File: src/rtl/lpm_pkg.sv
package lpm_pkg;

    // ------------------------------------------------------------
    // Bus addressing
    // ------------------------------------------------------------
    localparam logic [6:0] TARGET_ADDR   = 7'h13;
    localparam logic [7:0] REG_FIRST     = 8'h80;
    localparam logic [7:0] REG_LAST      = 8'h90;
    localparam int         REG_COUNT     = 17;

    // Register indices relative to REG_FIRST.
    localparam logic [4:0] IDX_COMMAND   = 5'h00;
    localparam logic [4:0] IDX_IDENT     = 5'h01;
    localparam logic [4:0] IDX_AMB_SETUP = 5'h04;
    localparam logic [4:0] IDX_AMB_HIGH  = 5'h05;
    localparam logic [4:0] IDX_AMB_LOW   = 5'h06;
    localparam logic [4:0] IDX_DIST_HIGH = 5'h07;
    localparam logic [4:0] IDX_DIST_LOW  = 5'h08;

    // Identity byte: the value is arbitrary.
    localparam logic [7:0] IDENT_VALUE   = 8'h5a;

    // ------------------------------------------------------------
    // Command register fields
    // ------------------------------------------------------------
    localparam int BIT_LOCK       = 7;
    localparam int BIT_AMB_READY  = 6;
    localparam int BIT_DIST_READY = 5;
    localparam int BIT_AMB_SINGLE = 4;
    localparam int BIT_DIST_SINGLE = 3;
    localparam int BIT_AMB_PERIOD = 2;
    localparam int BIT_DIST_PERIOD = 1;
    localparam int BIT_SELF_TIMED = 0;

    localparam logic [7:0] RESET_BYTE = 8'h00;

    // ------------------------------------------------------------
    // Self-timed pacing, in clock cycles of mclk
    // ------------------------------------------------------------
    localparam int AMB_PERIOD_CYCLES  = 12500000;
    localparam int DIST_PERIOD_CYCLES = 12500000;

    // ------------------------------------------------------------
    // Types
    // ------------------------------------------------------------
    typedef enum logic [2:0] {
        ST_IDLE  = 3'b000,
        ST_ADDR  = 3'b001,
        ST_ACK   = 3'b011,
        ST_WBYTE = 3'b010,
        ST_RBYTE = 3'b110,
        ST_RACK  = 3'b111,
        ST_WAIT  = 3'b101
    } lpm_state_type;

    typedef struct packed {
        logic        done;
        logic [15:0] value;
    } lpm_result_type;

endpackage

File: src/rtl/lpm_tick_timer.sv
`timescale 1ns/1ps
`default_nettype none

// Free-running pacing counter; emits one pulse per period while enabled.
module lpm_tick_timer #(
    parameter int PERIOD = 12500000
) (
    // Clock and reset
    input  wire logic mclk,
    input  wire logic rst_b,
    // Control
    input  wire logic enable,
    output logic      tick
);

    logic [31:0] count;
    wire         at_end = (count == 32'(PERIOD - 1));

    always_ff @(posedge mclk)
    begin
        if (!rst_b || !enable)
            count <= 32'h0;
        else if (at_end)
            count <= 32'h0;
        else
            count <= count + 32'h1;
    end

    assign tick = enable && at_end;

endmodule

`default_nettype wire

File: src/rtl/lpm_ctrl.sv
`timescale 1ns/1ps
`default_nettype none

// Function
// - seventeen byte registers, all reachable over bus
// - works at any bus speed slow enough for mclk sampling, no setup
// - answers only to target address 13h
// - registers mapped at 80h through 90h
// - ambient ready set on result, cleared reading 5/6
// - distance ready set on result, cleared reading 7/8
// - both single requests together start both conversions
// - distance periodic paced by self-timed timer
// - single requests ignored while self-timed enabled
// - interrupt pin is open drain, pulls low
module lpm_ctrl #(
    parameter int AMB_PERIOD  = lpm_pkg::AMB_PERIOD_CYCLES,
    parameter int DIST_PERIOD = lpm_pkg::DIST_PERIOD_CYCLES
) (
    // Clock and reset
    input  wire logic                   mclk,
    input  wire logic                   rst_b,
    // Serial bus pins
    input  wire logic                   scl_in,
    input  wire logic                   sda_in,
    output logic                        sda_out,
    output logic                        sda_oe,
    // Interrupt pin
    input  wire logic                   int_request,
    output logic                        int_out,
    output logic                        int_oe,
    // Converter front end
    output logic                        amb_start,
    output logic                        dist_start,
    output logic [7:0]                  amb_setup,
    input  wire lpm_pkg::lpm_result_type amb_result,
    input  wire lpm_pkg::lpm_result_type dist_result
);

    // ------------------------------------------------------------
    // Bus line edges
    // ------------------------------------------------------------
    // Edges are found purely from sampled levels, so any bus speed
    // slow enough for the sampling clock works without setup.
    logic scl_q;
    logic sda_q;
    wire  scl_rise = scl_in && !scl_q;
    wire  scl_fall = !scl_in && scl_q;
    wire  bus_start = scl_in && scl_q && sda_q && !sda_in;
    wire  bus_stop  = scl_in && scl_q && !sda_q && sda_in;

    always_ff @(posedge mclk)
    begin
        if (!rst_b)
        begin
            scl_q <= 1'b1;
            sda_q <= 1'b1;
        end
        else
        begin
            scl_q <= scl_in;
            sda_q <= sda_in;
        end
    end

    // ------------------------------------------------------------
    // Register storage
    // ------------------------------------------------------------
    logic [7:0] regs [lpm_pkg::REG_COUNT];
    logic       amb_ready;
    logic       dist_ready;
    logic       amb_single;
    logic       dist_single;
    logic [2:0] mode_bits;
    logic [4:0] ptr;

    wire self_timed = mode_bits[lpm_pkg::BIT_SELF_TIMED];
    wire [7:0] command_byte = {1'b1, amb_ready, dist_ready,
                               amb_single, dist_single, mode_bits};
    wire [7:0] read_byte =
        (ptr == lpm_pkg::IDX_COMMAND) ? command_byte :
        (ptr == lpm_pkg::IDX_IDENT)   ? lpm_pkg::IDENT_VALUE :
        regs[ptr];

    // ------------------------------------------------------------
    // Target state machine
    // ------------------------------------------------------------
    lpm_pkg::lpm_state_type state;
    logic [7:0] shift;
    logic [3:0] bit_cnt;
    logic       read_mode;
    logic       have_ptr;
    logic       drive_low;

    wire [7:0] next_shift = {shift[6:0], sda_in};
    wire addr_hit  = (shift[7:1] == lpm_pkg::TARGET_ADDR);
    wire ptr_valid = (shift >= lpm_pkg::REG_FIRST) &&
                     (shift <= lpm_pkg::REG_LAST);
    wire [4:0] ptr_index = 5'(shift - lpm_pkg::REG_FIRST);
    wire byte_done = scl_fall && (bit_cnt == 4'h8);
    wire load_read = (state == lpm_pkg::ST_ACK) && scl_fall && read_mode;
    wire reload_read = (state == lpm_pkg::ST_RACK) && scl_rise && !sda_in;
    wire data_write = (state == lpm_pkg::ST_WBYTE) && byte_done && have_ptr;

    always_ff @(posedge mclk)
    begin
        if (!rst_b || bus_stop)
        begin
            state     <= lpm_pkg::ST_IDLE;
            bit_cnt   <= 4'h0;
            shift     <= 8'h00;
            read_mode <= 1'b0;
            have_ptr  <= 1'b0;
            drive_low <= 1'b0;
            ptr       <= rst_b ? ptr : 5'h00;
        end
        else if (bus_start)
        begin
            state     <= lpm_pkg::ST_ADDR;
            bit_cnt   <= 4'h0;
            have_ptr  <= 1'b0;
            drive_low <= 1'b0;
        end
        else
        begin
            if (scl_rise && bit_cnt != 4'h8)
            begin
                shift   <= next_shift;
                bit_cnt <= bit_cnt + 4'h1;
            end
            case (state)
                lpm_pkg::ST_ADDR:
                    if (byte_done)
                    begin
                        state     <= addr_hit ? lpm_pkg::ST_ACK
                                              : lpm_pkg::ST_WAIT;
                        drive_low <= addr_hit;
                        read_mode <= shift[0];
                        bit_cnt   <= 4'h0;
                    end
                lpm_pkg::ST_ACK:
                    if (scl_fall)
                    begin
                        bit_cnt <= 4'h0;
                        if (read_mode)
                        begin
                            state     <= lpm_pkg::ST_RBYTE;
                            shift     <= read_byte;
                            drive_low <= !read_byte[7];
                        end
                        else
                        begin
                            state     <= lpm_pkg::ST_WBYTE;
                            drive_low <= 1'b0;
                        end
                    end
                lpm_pkg::ST_WBYTE:
                    if (byte_done)
                    begin
                        bit_cnt <= 4'h0;
                        if (have_ptr || ptr_valid)
                        begin
                            state     <= lpm_pkg::ST_ACK;
                            drive_low <= 1'b1;
                        end
                        else
                            state <= lpm_pkg::ST_WAIT;
                        if (!have_ptr && ptr_valid)
                        begin
                            ptr      <= ptr_index;
                            have_ptr <= 1'b1;
                        end
                    end
                lpm_pkg::ST_RBYTE:
                    if (scl_fall)
                    begin
                        if (bit_cnt == 4'h8)
                        begin
                            state     <= lpm_pkg::ST_RACK;
                            drive_low <= 1'b0;
                        end
                        // The rising edge has already shifted the next bit
                        // to the top, so a second shift here would skip one.
                        else
                            drive_low <= !shift[7];
                    end
                lpm_pkg::ST_RACK:
                    if (scl_rise)
                        state <= sda_in ? lpm_pkg::ST_WAIT : lpm_pkg::ST_ACK;
                lpm_pkg::ST_IDLE,
                lpm_pkg::ST_WAIT:
                    drive_low <= 1'b0;
                default:
                    state <= lpm_pkg::ST_IDLE;
            endcase
        end
    end

    // Reading byte by byte re-reads the addressed register.
    wire read_taken = load_read || reload_read;
    wire rd_amb  = read_taken && (ptr == lpm_pkg::IDX_AMB_HIGH ||
                                  ptr == lpm_pkg::IDX_AMB_LOW);
    wire rd_dist = read_taken && (ptr == lpm_pkg::IDX_DIST_HIGH ||
                                  ptr == lpm_pkg::IDX_DIST_LOW);

    // ------------------------------------------------------------
    // Measurement control
    // ------------------------------------------------------------
    logic amb_busy;
    logic dist_busy;
    logic amb_tick;
    logic dist_tick;

    wire cmd_write = data_write && (ptr == lpm_pkg::IDX_COMMAND);
    wire amb_req  = cmd_write && !self_timed &&
                    shift[lpm_pkg::BIT_AMB_SINGLE];
    wire dist_req = cmd_write && !self_timed &&
                    shift[lpm_pkg::BIT_DIST_SINGLE];
    wire amb_go  = !amb_busy && (amb_req || amb_tick);
    wire dist_go = !dist_busy && (dist_req || dist_tick);

    lpm_tick_timer #(.PERIOD(AMB_PERIOD)) u_amb_timer (
        .mclk   (mclk),
        .rst_b  (rst_b),
        .enable (self_timed && mode_bits[lpm_pkg::BIT_AMB_PERIOD]),
        .tick   (amb_tick)
    );

    lpm_tick_timer #(.PERIOD(DIST_PERIOD)) u_dist_timer (
        .mclk   (mclk),
        .rst_b  (rst_b),
        .enable (self_timed && mode_bits[lpm_pkg::BIT_DIST_PERIOD]),
        .tick   (dist_tick)
    );

    always_ff @(posedge mclk)
    begin
        if (!rst_b)
        begin
            mode_bits   <= 3'h0;
            amb_single  <= 1'b0;
            dist_single <= 1'b0;
            amb_busy    <= 1'b0;
            dist_busy   <= 1'b0;
            amb_start   <= 1'b0;
            dist_start  <= 1'b0;
            amb_ready   <= 1'b0;
            dist_ready  <= 1'b0;
        end
        else
        begin
            if (cmd_write)
                mode_bits <= shift[2:0];
            amb_start  <= amb_go;
            dist_start <= dist_go;
            // A single request stays visible until its result lands.
            if (amb_result.done)
            begin
                amb_single <= 1'b0;
                amb_busy   <= 1'b0;
            end
            else if (amb_go)
                amb_busy <= 1'b1;
            if (amb_req)
                amb_single <= 1'b1;
            if (dist_result.done)
            begin
                dist_single <= 1'b0;
                dist_busy   <= 1'b0;
            end
            else if (dist_go)
                dist_busy <= 1'b1;
            if (dist_req)
                dist_single <= 1'b1;
            // Arrival beats a clearing read in the same cycle.
            amb_ready  <= amb_result.done  || (amb_ready && !rd_amb);
            dist_ready <= dist_result.done || (dist_ready && !rd_dist);
        end
    end

    // ------------------------------------------------------------
    // Byte storage and results
    // ------------------------------------------------------------
    genvar g;
    generate
        for (g = 0; g < lpm_pkg::REG_COUNT; g++)
        begin : g_reg
            always_ff @(posedge mclk)
            begin
                if (!rst_b)
                    regs[g] <= lpm_pkg::RESET_BYTE;
                else if (g == lpm_pkg::IDX_AMB_HIGH && amb_result.done)
                    regs[g] <= amb_result.value[15:8];
                else if (g == lpm_pkg::IDX_AMB_LOW && amb_result.done)
                    regs[g] <= amb_result.value[7:0];
                else if (g == lpm_pkg::IDX_DIST_HIGH && dist_result.done)
                    regs[g] <= dist_result.value[15:8];
                else if (g == lpm_pkg::IDX_DIST_LOW && dist_result.done)
                    regs[g] <= dist_result.value[7:0];
                else if (data_write && ptr == 5'(g) &&
                         (g < 5 || g > 8))
                    regs[g] <= shift;
            end
        end
    endgenerate

    assign amb_setup = regs[lpm_pkg::IDX_AMB_SETUP];

    // ------------------------------------------------------------
    // Open-drain pins
    // ------------------------------------------------------------
    logic int_low;

    always_ff @(posedge mclk)
    begin
        if (!rst_b)
            int_low <= 1'b0;
        else
            int_low <= int_request;
    end

    assign sda_out = 1'b0;
    assign sda_oe  = drive_low;
    assign int_out = 1'b0;
    assign int_oe  = int_low;

endmodule

`default_nettype wire

File: config.mk
export PLATFORM = sky130hd
export DESIGN_NAME = lpm_ctrl
export DESIGN_NICKNAME = d
export VERILOG_FILES = /design/src/rtl/lpm_pkg.sv /design/src/rtl/lpm_tick_timer.sv /design/src/rtl/lpm_ctrl.sv
export SDC_FILE = /design/constraint.sdc
export NUM_CORES = 1
export LEC_CHECK = 0
export ABC_CLOCK_PERIOD_IN_PS = 6600
export BUFFER_PORTS_ARGS = -buffer_cell sky130_fd_sc_hd__buf_2
export CORE_UTILIZATION = 52
export CTS_CLUSTER_DIAMETER = 50
export DETAILED_ROUTE_END_ITERATION = 12
export PLACE_DENSITY_LB_ADDON = 0.2
export SLEW_MARGIN = 20
export SYNTH_ARGS = -nofsm -noshare
export SYNTH_HDL_FRONTEND = slang
export SYNTH_SLANG_ARGS = --single-unit
File: constraint.sdc
create_clock -name mclk -period 6.6 [get_ports mclk]
set_input_delay 1.65 -clock mclk [delete_from_list [all_inputs] [get_ports mclk]]
set_output_delay 1.65 -clock mclk [all_outputs]
set_load 0.005 [all_outputs]
# After elaboration in Yosys (flattened, before gate mapping)
# Memory sizes are Yosys's and may differ from the RTL's. A register that Yosys moved wholly into a read port is not among the register bits.
# Cells that the tools add are included.
[op_classes]
addsub = 4
n_mul = 0
div = 0
order_cmp = 2
n_eq_ne = 43
n_shift = 0
mux = 104
bitwise_logic = 20
n_reduce_logical = 90
[ops]
columns = ["cell", "n"]
rows = [
  ["2-to-1 mux 8 bit", 23],
  ["adder 32 x 1 -> 32 bit, second input constant", 2],
  ["equality test 32 x 24 -> 1 bit, second input constant", 2],
  ["2-to-1 mux 1 bit", 58],
  ["logical AND 1 bit", 43],
  ["equality test 5 x 4 -> 1 bit, second input constant", 8],
  ["2-to-1 mux 5 bit", 7],
  ["2-to-1 mux 3 bit", 10],
  ["equality test 5 x 3 -> 1 bit, second input constant", 4],
  ["inequality test 3 bit, second input constant", 6],
  ["case mux 3 bit (6 select lines)", 1],
  ["bitwise OR 1 bit", 17],
  ["inequality test 2 bit, second input constant", 8],
  ["logical NOT 1 bit", 15],
  ["AND reduction 7 bit", 2],
  ["OR reduction 2 bit", 7],
  ["2-to-1 mux 4 bit", 3],
  ["logical OR 1 bit", 11],
  ["equality test 5 x 2 -> 1 bit, second input constant", 2],
  ["nonzero test 2 bit", 5],
  ["equality test 3 bit, second input constant", 3],
  [">= comparator 8 bit, second input constant", 1],
  ["<= comparator 8 bit, second input constant", 1],
  ["case mux 4 bit (2 select lines)", 1],
  ["other kinds (18)", 23],
]
[word_totals]
reg_bits = 101
latch_bits = 0
mem_bits_rw = 136
mem_bits_ro = 0
in_bits = 39
output_inout_bits = 14
word_cells = 286
memories = 1
[mem_list]
columns = ["memory", "depth", "word_bits", "rd", "rd_ports_with_merged_regs", "wr", "line_no", "rtl"]
rows = [
  ["regs", 17, 8, 2, 1, 17, "lpm_ctrl.sv:68", "logic [7:0] regs [lpm_pkg::REG_COUNT];"],
]

# Longest topological paths before layout
# Gate-level depths: netlist (run 1).
[depth]
word_depth = 10
mapped_depth = 9
ltp_nobuf = 8

# Hierarchy
# Synthesis (run 1) repeated with hierarchy kept, for this count alone.
[unflattened]
cells_unflattened = 1018
hier_area_um2 = 11494.8
[by_module_without_submodules]
columns = ["module", "instances", "cells_per_inst", "area_each_um2", "seq_area_each_um2"]
rows = [
  ["lpm_ctrl", 1, 660, 8399.3, 4974.8],
  ["lpm_tick_timer (u_amb_timer)", 1, 183, 1581.5, 640.6],
  ["lpm_tick_timer (u_dist_timer)", 1, 175, 1514.0, 640.6],
]

# Least setup slack after synthesis (run 1)
# Ideal clock, no wire load.
[synth_path]
kind = "input port to flip-flop"
from = "input scl_in"
to = "memory regs[15][0] (enable)"
setup_ns = 0.384
arrival_ns = 3.331
required_time_ns = 6.216
setup_slack_ns = 2.885
path_stages = 6
path_buffers = 2
cell_sequence = "nand2b_1 -> clkbuf_1 -> nor4_4 -> nand3_1 -> clkbuf_1 -> o21ai_0"
[synth_lines]
columns = ["item", "line_no", "rtl"]
rows = [
  ["start, declared", "lpm_ctrl.sv:23", "input wire logic scl_in,"],
  ["end, declared", "lpm_ctrl.sv:68", ""],
]

==> flow_summary.json, run 1 <==
{
  "layout_commonest_cell": "sky130_fd_sc_hd__edfxtp_1",
  "cts_hold_repair.buffers": 0,
  "final-setup-viol-count": 0,
  "final.period_utilization_pct": 58.8,
  "critical_path.max_stage_delay_ps": 1000,
  "synthCells": 1011,
  "die_h_um": 149,
  "detail_route.drc_violations": 0,
  "pwr-share-clk_pct": 47.0,
  "grtUsageTotal_pct": 24.3,
  "placementRows": 53,
  "total_clock_buffers_created_by_cts": 30,
  "wire_per_inst_um": 19.5,
  "grt_max_degree": 64,
  "ioPinCount": 53,
  "wl_met2_um": 11900,
  "buffer_ports.inserted": 50,
  "layout_common_cells": "sky130_fd_sc_hd__edfxtp_1, sky130_fd_sc_hd__nor2_1, sky130_fd_sc_hd__dfxtp_1",
  "setup.worst_path.start_class": "input pin",
  "share_of_layout_cells_above_drive_strength_1_pct": 15.4,
  "wl_met3_um": 1850,
  "fmax_mhz": 258,
  "timing_worst_slew_pin_value_ps": 1120,
  "ys_async_sr_fraction_pct": 0,
  "postSynthRegisterBits": 242,
  "yosysSeqAreaShare_pct": 55.5,
  "clk_latency_ps": 550,
  "cts_tree": "done",
  "ir_worst_vdd_mv": 0.182,
  "final_max_slew_viol_count": 0,
  "p_int_mw": 2.73,
  "p_sw_mw": 0.764,
  "clk_transition_reported_paths_ps": 60,
  "num-nets-final": 1081,
  "synthesized_cell_area_mm2": 0.0113,
  "start_util_pct": 53.3,
  "outcome": "complete, no violations",
  "yosys_warnings": 0,
  "grt_pass1_vias": 7458,
  "route.vias.total": 7709,
  "grt_overflow_total": 0,
  "clock_tree.root_cell": "sky130_fd_sc_hd__clkbuf_16",
  "maximum_fanout_encountered_on_the_critical_timing_path": 12,
  "first_pass_iters": 5,
  "antenna_diode_count": 0,
  "yosys.cell_types.count": 62,
  "rr_endpoint": "regs[13][1]$_SDFFCE_PN0P_",
  "syn_area_per_cell_um2": 11.1,
  "maxSlewHeadroom_pct": 24.9,
  "hold_class": "reg -> reg",
  "numClockSinks": 242,
  "place_hpwl_um": 16900,
  "h_tree_depth_reported_by_cts": 1,
  "grt_setup_unrepaired": "no",
  "required_ps": 6750,
  "timing.final.crit_period_ps": 3880,
  "path_delay_family": "simple AND/OR/NAND/NOR gates",
  "power-per-cell-area_mw_per_mm2": 276,
  "drv_cap": 0,
  "reg2reg_setup_slack_ps": 3390,
  "netlist_top_cells_area": "sky130_fd_sc_hd__edfxtp_1, sky130_fd_sc_hd__dfxtp_1, sky130_fd_sc_hd__mux4_2",
  "synth_enable_flop_cells": 141,
  "grt_antenna_before_repair": 0,
  "worst-endpoint-arrival_ps": 4030,
  "wl_met1_um": 11700,
  "area_added_between_synthesis_and_finish_pct": 12.4,
  "critPathLaunch": "scl_in",
  "p_leak_nw": 4.47,
  "worst_hold_path.num_cells": 1,
  "ctsLongestPathBuffers": 3,
  "synth_largest_area_cell": "sky130_fd_sc_hd__edfxtp_1",
  "detail_route.vias_per_cell": 5.77,
  "worst_setup_path_end_kind": "flop",
  "placement.setup.worst_slack_ps": 2210,
  "hold_viol": 0,
  "cts_resized": 0,
  "final.setup.tns_ps": 0,
  "wirelength_um": 26100,
  "detailedRoute.firstIterationViolations": 584,
  "gp_routability_congestion": 0.843,
  "crit_path_end": "regs[13][1]$_SDFFCE_PN0P_",
  "critPathKind": "in -> reg",
  "number_of_gates_on_the_worst_path_with_buffers_counted": 5,
  "synth_top_area_share_pct": 37.6,
  "crit_path_cell_trace": "buf_2 > nand2b_1 > nor4_4 > nand3_1 > o21ai_0",
  "worst_r2r_path_depth": 6,
  "core_area_mm2": 0.0212,
  "die_width_um": 149,
  "first_pass_grt_wire_length_um": 41800,
  "critical_path.reg2reg.startpoint": "bit_cnt[0]$_SDFF_PP0_",
  "sequentialPowerShare_pct": 48.3,
  "number_of_post_cts_setup_repair_buffers": 0,
  "drt.antenna.violating_nets": 0,
  "die_area_mm2": 0.0223,
  "highest-signal-layer": "met4",
  "fin_skew_ps": 27.2,
  "share_comb_of_total_power_pct": 4.8,
  "switching_share_pct": 21.9,
  "synth_ff_type": "sky130_fd_sc_hd__edfxtp_1",
  "critPathBufInv": 1,
  "cp_slowest_cell": "sky130_fd_sc_hd__o21ai_0",
  "post-route-worst-setup-slack_ps": 2720
}
## power groups by stage
stage / logic (mW) / registers [mW] / clock network [mW]
final: 0.166 / 1.69 / 1.64
after floorplan: 0.120 / 1.69 / 0
after CTS: 0.166 / 1.69 / 1.67
after detailed placement: 0.165 / 1.72 / 0
after global placement: 0.163 / 1.72 / 0
after global routing: 0.179 / 1.69 / 1.73
## worst min-delay path by stage
stage	start	endpoint	slack (ps)
2_1_floorplan	amb_busy$_SDFFE_PP0P_	amb_start$_SDFF_PN0_	400
3_3_place_gp	amb_busy$_SDFFE_PP0P_	amb_start$_SDFF_PN0_	410
3_5_place_dp	dist_busy$_SDFFE_PP0P_	dist_start$_SDFF_PN0_	420
4_1_cts	dist_busy$_SDFFE_PP0P_	dist_start$_SDFF_PN0_	430
5_1_grt	u_dist_timer.count[0]$_SDFF_PP0_	u_dist_timer.count[0]$_SDFF_PP0_	450
6_report	dist_busy$_SDFFE_PP0P_	dist_start$_SDFF_PN0_	430
## area by class of cell
| type | instances | area [um2] |
|---|---|---|
| Fill cell | 1706 | 8490 |
| Sequential cell | 242 | 6260 |
| Multi-Input combinational cell | 687 | 4660 |
| Clock buffer | 40 | 835 |
| Tap cell | 275 | 344 |
| Timing Repair Buffer | 60 | 325 |
| Clock inverter | 16 | 176 |
| Inverter | 17 | 63.8 |
## cell usage after synthesis, types with 4 or more instances
| library cell | instances |
|---|---|
| sky130_fd_sc_hd__o21ai_0 | 30 |
| sky130_fd_sc_hd__clkbuf_1 | 48 |
| sky130_fd_sc_hd__buf_4 | 4 |
| sky130_fd_sc_hd__nand2b_1 | 12 |
| sky130_fd_sc_hd__or3_1 | 5 |
| sky130_fd_sc_hd__o22ai_1 | 6 |
| sky130_fd_sc_hd__mux4_2 | 32 |
| sky130_fd_sc_hd__ha_1 | 4 |
| sky130_fd_sc_hd__and3_1 | 55 |
| sky130_fd_sc_hd__nand2_1 | 68 |
| sky130_fd_sc_hd__nor4b_1 | 4 |
| sky130_fd_sc_hd__nand4b_1 | 5 |
| sky130_fd_sc_hd__nand3_1 | 31 |
| sky130_fd_sc_hd__edfxtp_1 | 141 |
| sky130_fd_sc_hd__nor3_1 | 33 |
| sky130_fd_sc_hd__a21oi_1 | 26 |
| sky130_fd_sc_hd__dfxtp_1 | 101 |
| sky130_fd_sc_hd__buf_2 | 11 |
| sky130_fd_sc_hd__nor4_1 | 10 |
| sky130_fd_sc_hd__a31oi_1 | 7 |
| sky130_fd_sc_hd__inv_1 | 17 |
| sky130_fd_sc_hd__nor2b_1 | 12 |
| sky130_fd_sc_hd__or2_2 | 5 |
| sky130_fd_sc_hd__nor2_1 | 106 |
| sky130_fd_sc_hd__xnor2_1 | 20 |
| sky130_fd_sc_hd__and4_1 | 6 |
| sky130_fd_sc_hd__nand4_1 | 15 |
| sky130_fd_sc_hd__xor2_1 | 40 |
| sky130_fd_sc_hd__nor3b_1 | 5 |
| sky130_fd_sc_hd__nand3b_1 | 7 |
| sky130_fd_sc_hd__and2_1 | 89 |
| sky130_fd_sc_hd__mux2i_1 | 10 |
## metal layers
metal  vias to the layer above  global-route usage [%]
met5                         -                       0
met4                         0                    5.82
met3                        37                    4.10
met2                       256                    37.9
met1                      3721                    35.5
li1                       3695                       -
## through the flow
stage | cell area, um2 | total power, mW | cells | hold slack [ps] | utilization (%)
floorplan | 11300 | 1.81 | 1012 | 401 | -
global placement | 11600 | 1.88 | 1281 | 413 | 55.1
detailed placement | 11600 | 1.88 | 1281 | 417 | 55.1
CTS | 12700 | 3.52 | 1337 | 432 | 59.8
global route | 12700 | 3.61 | 1337 | 453 | 59.8
finish | 12700 | 3.50 | 1337 | 428 | 59.8
## logic make-up (layout without fill, tap and decap cells)
kind of cell	Yosys count	after routing	synth area share (%)
xor gates and xnor gates	60	60	4.67
buffers and inverters	83	133	3.17
DFF	242	242	55.5
adders and majority gates	4	4	0.444
other	1	2	0.0333
AOI/OAI and AO/OA	97	97	5.68
muxes	45	45	7.59
and+or+nand+nor	479	479	22.9
## worst register-to-register path: cells and delay by family, from the launching register on
family | cells | cell delay, ps
adder cells (fa/ha/maj) | 1 | 140
flip-flops | 1 | 350
buffers and inverters | 1 | 70
AO/OA/AOI/OAI | 1 | 1000
AND/OR/NAND/NOR | 3 | 1260
## state kept, by name, summed over array words and instances (netlist names), 3 cells and up, named ones only
register	flops
bit_cnt	4
u_amb_timer.count	32
shift	8
ptr	5
regs	136
mode_bits	3
state	3
u_dist_timer.count	32
Note: power is estimated with default switching activity, not from simulation.
==> run 2, diff against run 1 <==
--- a/config.mk
+++ b/config.mk
@@ -5,7 +5,7 @@
 export SDC_FILE = /design/constraint.sdc
 export NUM_CORES = 1
 export LEC_CHECK = 0
-export ABC_CLOCK_PERIOD_IN_PS = 6600
+export ABC_CLOCK_PERIOD_IN_PS = 3400
 export BUFFER_PORTS_ARGS = -buffer_cell sky130_fd_sc_hd__buf_2
 export CORE_UTILIZATION = 52
 export CTS_CLUSTER_DIAMETER = 50
==> constraint.sdc (replaced) <==
create_clock -name mclk -period 3.4 [get_ports mclk]
set_input_delay 0.85 -clock mclk [delete_from_list [all_inputs] [get_ports mclk]]
set_output_delay 0.85 -clock mclk [all_outputs]
set_load 0.005 [all_outputs]
==> run 2 against run 1 <==
Net effect:
- first-iteration DRC count decreased by 0.86%
- hold slack got worse by 3.9 ps
- sequential power increased by 93%
- routed wire length is 0.32% lower
- count of clock-buffer cells in the layout fell by 7
- global-route usage decreased by 0.21 points
- worst setup slack got worse by 1900 ps
- clock power grew 87%
- via count rose by 0.79%
- register-to-register slack lost 2600 ps
- final cell count is 1.6% higher
- final area grew 1.1%
- critical path type is now reg -> reg
- largest cell class unchanged
==> flow_summary.json, run 2 (synthesis results as in run 1) <==
{
  "detailedRoute.firstIterationViolations": 579,
  "clk_transition_reported_paths_ps": 60,
  "hold_class": "reg -> reg",
  "num-nets-final": 1105,
  "path_delay_family": "simple AND/OR/NAND/NOR gates",
  "worst-endpoint-arrival_ps": 2790,
  "wirelength_um": 26000,
  "layout_common_cells": "sky130_fd_sc_hd__edfxtp_1, sky130_fd_sc_hd__nor2_1, sky130_fd_sc_hd__dfxtp_1",
  "maximum_fanout_encountered_on_the_critical_timing_path": 13,
  "flip_flop_count_of_the_largest_register_after_layout": 136,
  "critPathBufInv": 0,
  "final.period_utilization_pct": 76.0,
  "required_ps": 3600,
  "ioPinCount": 53,
  "cts_hold_repair.buffers": 0,
  "final-setup-viol-count": 0,
  "place_hpwl_um": 17400,
  "crit_path_cell_trace": "nand2b_1 > nor4_4 > nand2_1 > nor3_1 > nand2_1 > nand2_1",
  "die_h_um": 149,
  "setup.worst_path.start_class": "flop",
  "area_added_between_synthesis_and_finish_pct": 13.7,
  "maxSlewHeadroom_pct": 41.0,
  "start_util_pct": 53.3,
  "placementRows": 53,
  "fin_skew_ps": 10.5,
  "clock_tree.root_cell": "sky130_fd_sc_hd__clkbuf_16",
  "final.setup.tns_ps": 0,
  "biggestRegsByFlops": "regs x136, u_amb_timer.count x32, u_dist_timer.count x32",
  "first_pass_grt_wire_length_um": 41000,
  "die_area_mm2": 0.0223,
  "timing.final.crit_period_ps": 2580,
  "die_width_um": 149,
  "grt_max_degree": 42,
  "grt_antenna_before_repair": 1,
  "critPathMostFrequentCell": "sky130_fd_sc_hd__nand2_1",
  "detail_route.drc_violations": 0,
  "final_max_slew_viol_count": 0,
  "core_area_mm2": 0.0212,
  "grt_pass1_vias": 7449,
  "hold_viol": 0,
  "route.vias.total": 7770,
  "p_leak_nw": 4.57,
  "gp_routability_congestion": 0.873,
  "drv_cap": 0,
  "cts_resized": 0,
  "finish.utilization_pct": 60.5,
  "layout_commonest_cell": "sky130_fd_sc_hd__edfxtp_1",
  "buffer_ports.inserted": 50,
  "clk_latency_ps": 540,
  "numClockSinks": 242,
  "drt.antenna.violating_nets": 0,
  "antenna_diode_count": 0,
  "share_of_layout_cells_above_drive_strength_1_pct": 17.4,
  "wire_per_inst_um": 19.1,
  "grtUsageTotal_pct": 24.1,
  "top_register": "regs",
  "critPathKind": "reg -> reg",
  "cp_slowest_cell": "sky130_fd_sc_hd__dfxtp_1",
  "fmax_mhz": 387,
  "grt_overflow_total": 0,
  "critical_path.max_stage_delay_ps": 560,
  "grt_setup_unrepaired": "no",
  "first_pass_iters": 5,
  "timing_worst_slew_pin_value_ps": 884,
  "worst_setup_path_end_kind": "flop",
  "outcome": "complete, no violations",
  "h_tree_depth_reported_by_cts": 1,
  "ctsLongestPathBuffers": 3,
  "number_of_post_cts_setup_repair_buffers": 0,
  "total_clock_buffers_created_by_cts": 29,
  "num-fill-cells": 1727,
  "ir_worst_vdd_mv": 0.465,
  "cts_tree": "done",
  "detail_route.vias_per_cell": 5.72,
  "power-per-cell-area_mw_per_mm2": 522
}
run 2: cell count changes in the layout (fill, tap and decap cells not counted), moves of 2 or more:
cell,before,now
sky130_fd_sc_hd__buf_4,10,35
sky130_fd_sc_hd__clkbuf_1,5,2
sky130_fd_sc_hd__clkbuf_16,31,29
sky130_fd_sc_hd__clkinv_4,2,4
sky130_fd_sc_hd__inv_8,0,4
sky130_fd_sc_hd__o21ai_0,22,30
sky130_fd_sc_hd__o21ai_1,8,0
run 2: area by class of cell:
cell class                      instances  area (um2)  share of cell area, %
Clock inverter                         20         208                   1.62
Inverter                               17        63.8                  0.498
Multi-Input combinational cell        687        4660                   36.4
Sequential cell                       242        6260                   48.9
Timing Repair Buffer                   85         513                   4.01
Clock buffer                           33         761                   5.94
Tap cell                              275         344                   2.69
run 2: stage by stage:
| stage | cell area [um2] | setup slack (ps) | power [mW] | std cells | hold WS [ps] |
|---|---|---|---|---|---|
| 2_1_floorplan | 11300 | 485 | 3.52 | 1012 | 401 |
| 3_3_place_gp | 11800 | 490 | 3.67 | 1306 | 414 |
| 3_5_place_dp | 11800 | 474 | 3.67 | 1306 | 416 |
| 4_1_cts | 12800 | 851 | 6.75 | 1359 | 428 |
| 5_1_grt | 12800 | 586 | 6.88 | 1359 | 457 |
| 6_report | 12800 | 816 | 6.68 | 1359 | 424 |
run 2: path summary, 6_finish.rpt:
kind | depth (start not counted) | endpoint | startpoint | slack (ps)
worst max-delay path | 6 | regs[16][0]$_SDFFCE_PN0P_ | state[1]$_SDFFE_PP0P_ | 820
worst min-delay path | 1 | dist_start$_SDFF_PN0_ | dist_busy$_SDFFE_PP0P_ | 420
worst max register to register | 6 | regs[16][0]$_SDFFCE_PN0P_ | state[1]$_SDFFE_PP0P_ | 820
worst min register to register | 1 | dist_start$_SDFF_PN0_ | dist_busy$_SDFFE_PP0P_ | 420
run 2: worst reg2reg max path, delay by kind of cell (launching register included):
kind,cells,cell delay (ps)
flip-flops,1,560
AND/OR/NAND/NOR,6,1690
run 2: metal layers:
layer | vias to the layer above | track usage [%] | share of wire [%]
met3 | 38 | 3.21 | 6.5
met5 | - | 0 | 0.042
met2 | 244 | 38.8 | 46
met4 | 2 | 6.89 | 2.4
met1 | 3756 | 34.2 | 45
li1 | 3730 | - | -
run 2: report_power, final:
part / switching [mW] / leakage, nW / internal, mW
Combinational: 0.199 / 1.90 / 0.151
Clock: 1.27 / 0.470 / 1.80
Sequential: 0.0603 / 2.20 / 3.21
Total: 1.53 / 4.57 / 5.15
==> run 3, diff against run 2 <==
--- a/config.mk
+++ b/config.mk
@@ -5,7 +5,7 @@
 export SDC_FILE = /design/constraint.sdc
 export NUM_CORES = 1
 export LEC_CHECK = 0
-export ABC_CLOCK_PERIOD_IN_PS = 3400
+export ABC_CLOCK_PERIOD_IN_PS = 2700
 export BUFFER_PORTS_ARGS = -buffer_cell sky130_fd_sc_hd__buf_2
 export CORE_UTILIZATION = 52
 export CTS_CLUSTER_DIAMETER = 50
==> constraint.sdc (replaced) <==
create_clock -name mclk -period 2.7 [get_ports mclk]
set_input_delay 0.675 -clock mclk [delete_from_list [all_inputs] [get_ports mclk]]
set_output_delay 0.675 -clock mclk [all_outputs]
set_load 0.005 [all_outputs]
==> run 3 against run 2 <==
Net effect:
- count of clock-buffer cells in the layout rose by 3
- utilization rose by 1.3 points
- combinational power rose by 32%
- critical endpoint is now regs[14][2]$_SDFFCE_PN0P_
- largest power group is now clock
==> flow_summary.json, run 3 (synthesis results as in run 1) <==
{
  "outcome": "complete, no violations",
  "die_area_mm2": 0.0223,
  "numClockSinks": 242,
  "ioPinCount": 53,
  "core_area_mm2": 0.0212,
  "die_h_um": 149,
  "maxSlewHeadroom_pct": 54.2,
  "die_width_um": 149,
  "grtUsageTotal_pct": 24.8,
  "placed_instance_count": 1323,
  "final.setup.tns_ps": 0,
  "number_of_post_cts_setup_repair_buffers": 0,
  "post-route-worst-setup-slack_ps": 337,
  "drt.antenna.violating_nets": 0,
  "worst_setup_path_end_kind": "flop",
  "gp_routability_congestion": 0.859,
  "wirelength_um": 26800,
  "timing_worst_slew_pin_value_ps": 687,
  "first_pass_iters": 5,
  "area_added_between_synthesis_and_finish_pct": 16.2,
  "timing.final.crit_period_ps": 2360,
  "met3_grt_util_pct": 4.59,
  "finalInstanceArea_mm2": 0.0131,
  "globalRouteMet2Util_pct": 40.2,
  "setup.worst_path.start_class": "flop",
  "p_leak_nw": 4.72,
  "share_of_layout_cells_above_drive_strength_1_pct": 18.5,
  "detailedRoute.firstIterationViolations": 592,
  "place_hpwl_um": 18100,
  "top_register": "regs",
  "grt_setup_unrepaired": "no",
  "total_power_mw": 8.86,
  "cts_hold_repair.buffers": 0,
  "drv_cap": 0,
  "grt_overflow_total": 0,
  "final-setup-viol-count": 0,
  "fin_skew_ps": 10.5,
  "ctsLongestPathBuffers": 3,
  "layout_commonest_cell": "sky130_fd_sc_hd__edfxtp_1",
  "total_clock_buffers_created_by_cts": 30,
  "maximum_fanout_encountered_on_the_critical_timing_path": 8,
  "placement_stage_cell_area_mm2": 0.0120,
  "placement.setup.worst_slack_ps": 99.4,
  "clk_latency_ps": 540,
  "groute.layer.met1.usage_pct": 34.2,
  "cts_resized": 0,
  "cp_slowest_cell": "sky130_fd_sc_hd__nor4_4",
  "placementRows": 53,
  "first_pass_grt_wire_length_um": 42100,
  "worst-endpoint-arrival_ps": 2770,
  "hold-worst-slack_ps": 340,
  "grt_pass1_vias": 7613,
  "buffer_ports.inserted": 50,
  "final-instance-count-excl-fill": 1380,
  "h_tree_depth_reported_by_cts": 1,
  "layout_common_cells": "sky130_fd_sc_hd__edfxtp_1, sky130_fd_sc_hd__nor2_1, sky130_fd_sc_hd__dfxtp_1",
  "final_max_slew_viol_count": 0,
  "crit_path_cell_trace": "inv_1 > ha_1 > nand3b_1 > nor4_4 > nand3_1 > buf_4 > nor2_1 > and2_1",
  "required_ps": 3110,
  "grt_max_degree": 70,
  "critical_path.max_stage_delay_ps": 470,
  "grt_antenna_before_repair": 2,
  "detail_route.vias_per_cell": 5.80,
  "final.period_utilization_pct": 87.5,
  "critPathKind": "reg -> reg",
  "route.vias.total": 8000,
  "detail_route.drc_violations": 0,
  "start_util_pct": 53.3,
  "flip_flop_count_of_the_largest_register_after_layout": 136,
  "ir_worst_vdd_mv": 0.526,
  "clock_tree.root_cell": "sky130_fd_sc_hd__clkbuf_16",
  "cts_tree": "done",
  "wire_per_inst_um": 19.4,
  "finish.utilization_pct": 61.9,
  "num-nets-final": 1123,
  "fmax_mhz": 423,
  "globalRoute.busiestLayer": "met2",
  "hold_class": "in -> reg",
  "hold_viol": 0,
  "biggestRegsByFlops": "regs x136, u_amb_timer.count x32, u_dist_timer.count x32",
  "power-per-cell-area_mw_per_mm2": 677,
  "clk_transition_reported_paths_ps": 60
}
==> run 3: layout make-up <==
| class | count | area (um2) |
|---|---|---|
| Sequential cell | 242 | 6260 |
| Inverter | 17 | 63.8 |
| Tap cell | 275 | 344 |
| Fill cell | 1679 | 8070 |
| Timing Repair Buffer | 102 | 678 |
| Clock inverter | 20 | 270 |
| Antenna cell | 1 | 2.50 |
| Multi-Input combinational cell | 687 | 4660 |
| Clock buffer | 36 | 815 |
==> run 3: worst paths after layout <==
| path | start | to | slack, ps | cells past startpoint |
|---|---|---|---|---|
| max | bit_cnt[0]$_SDFF_PP0_ | regs[14][2]$_SDFFCE_PN0P_ | 340 | 8 |
| min | int_request | int_oe$_SDFF_PN0_ | 340 | 2 |
| max reg2reg | bit_cnt[0]$_SDFF_PP0_ | regs[14][2]$_SDFFCE_PN0P_ | 340 | 8 |
| min reg2reg | amb_busy$_SDFFE_PP0P_ | amb_start$_SDFF_PN0_ | 430 | 1 |
==> run 3: power breakdown <==
part	internal, mW	total (mW)	switching (mW)
clock	2.73	4.29	1.56
combinational	0.200	0.459	0.259
sequential	4.04	4.11	0.0745
==> run 3: critical path, delay by kind of cell (launching register included) <==
| family | cells | cell delay [ps] |
|---|---|---|
| flops | 1 | 340 |
| buf+inv | 2 | 330 |
| fa+ha+maj | 1 | 130 |
| simple gates | 5 | 1420 |
==> run 3: layer usage <==
| layer | wire length, um | part of all wire (%) |
|---|---|---|
| met2 | 12600 | 47 |
| met1 | 11700 | 44 |
| met4 | 454 | 1.7 |
| met5 | 13 | 0.049 |
| met3 | 1990 | 7.4 |
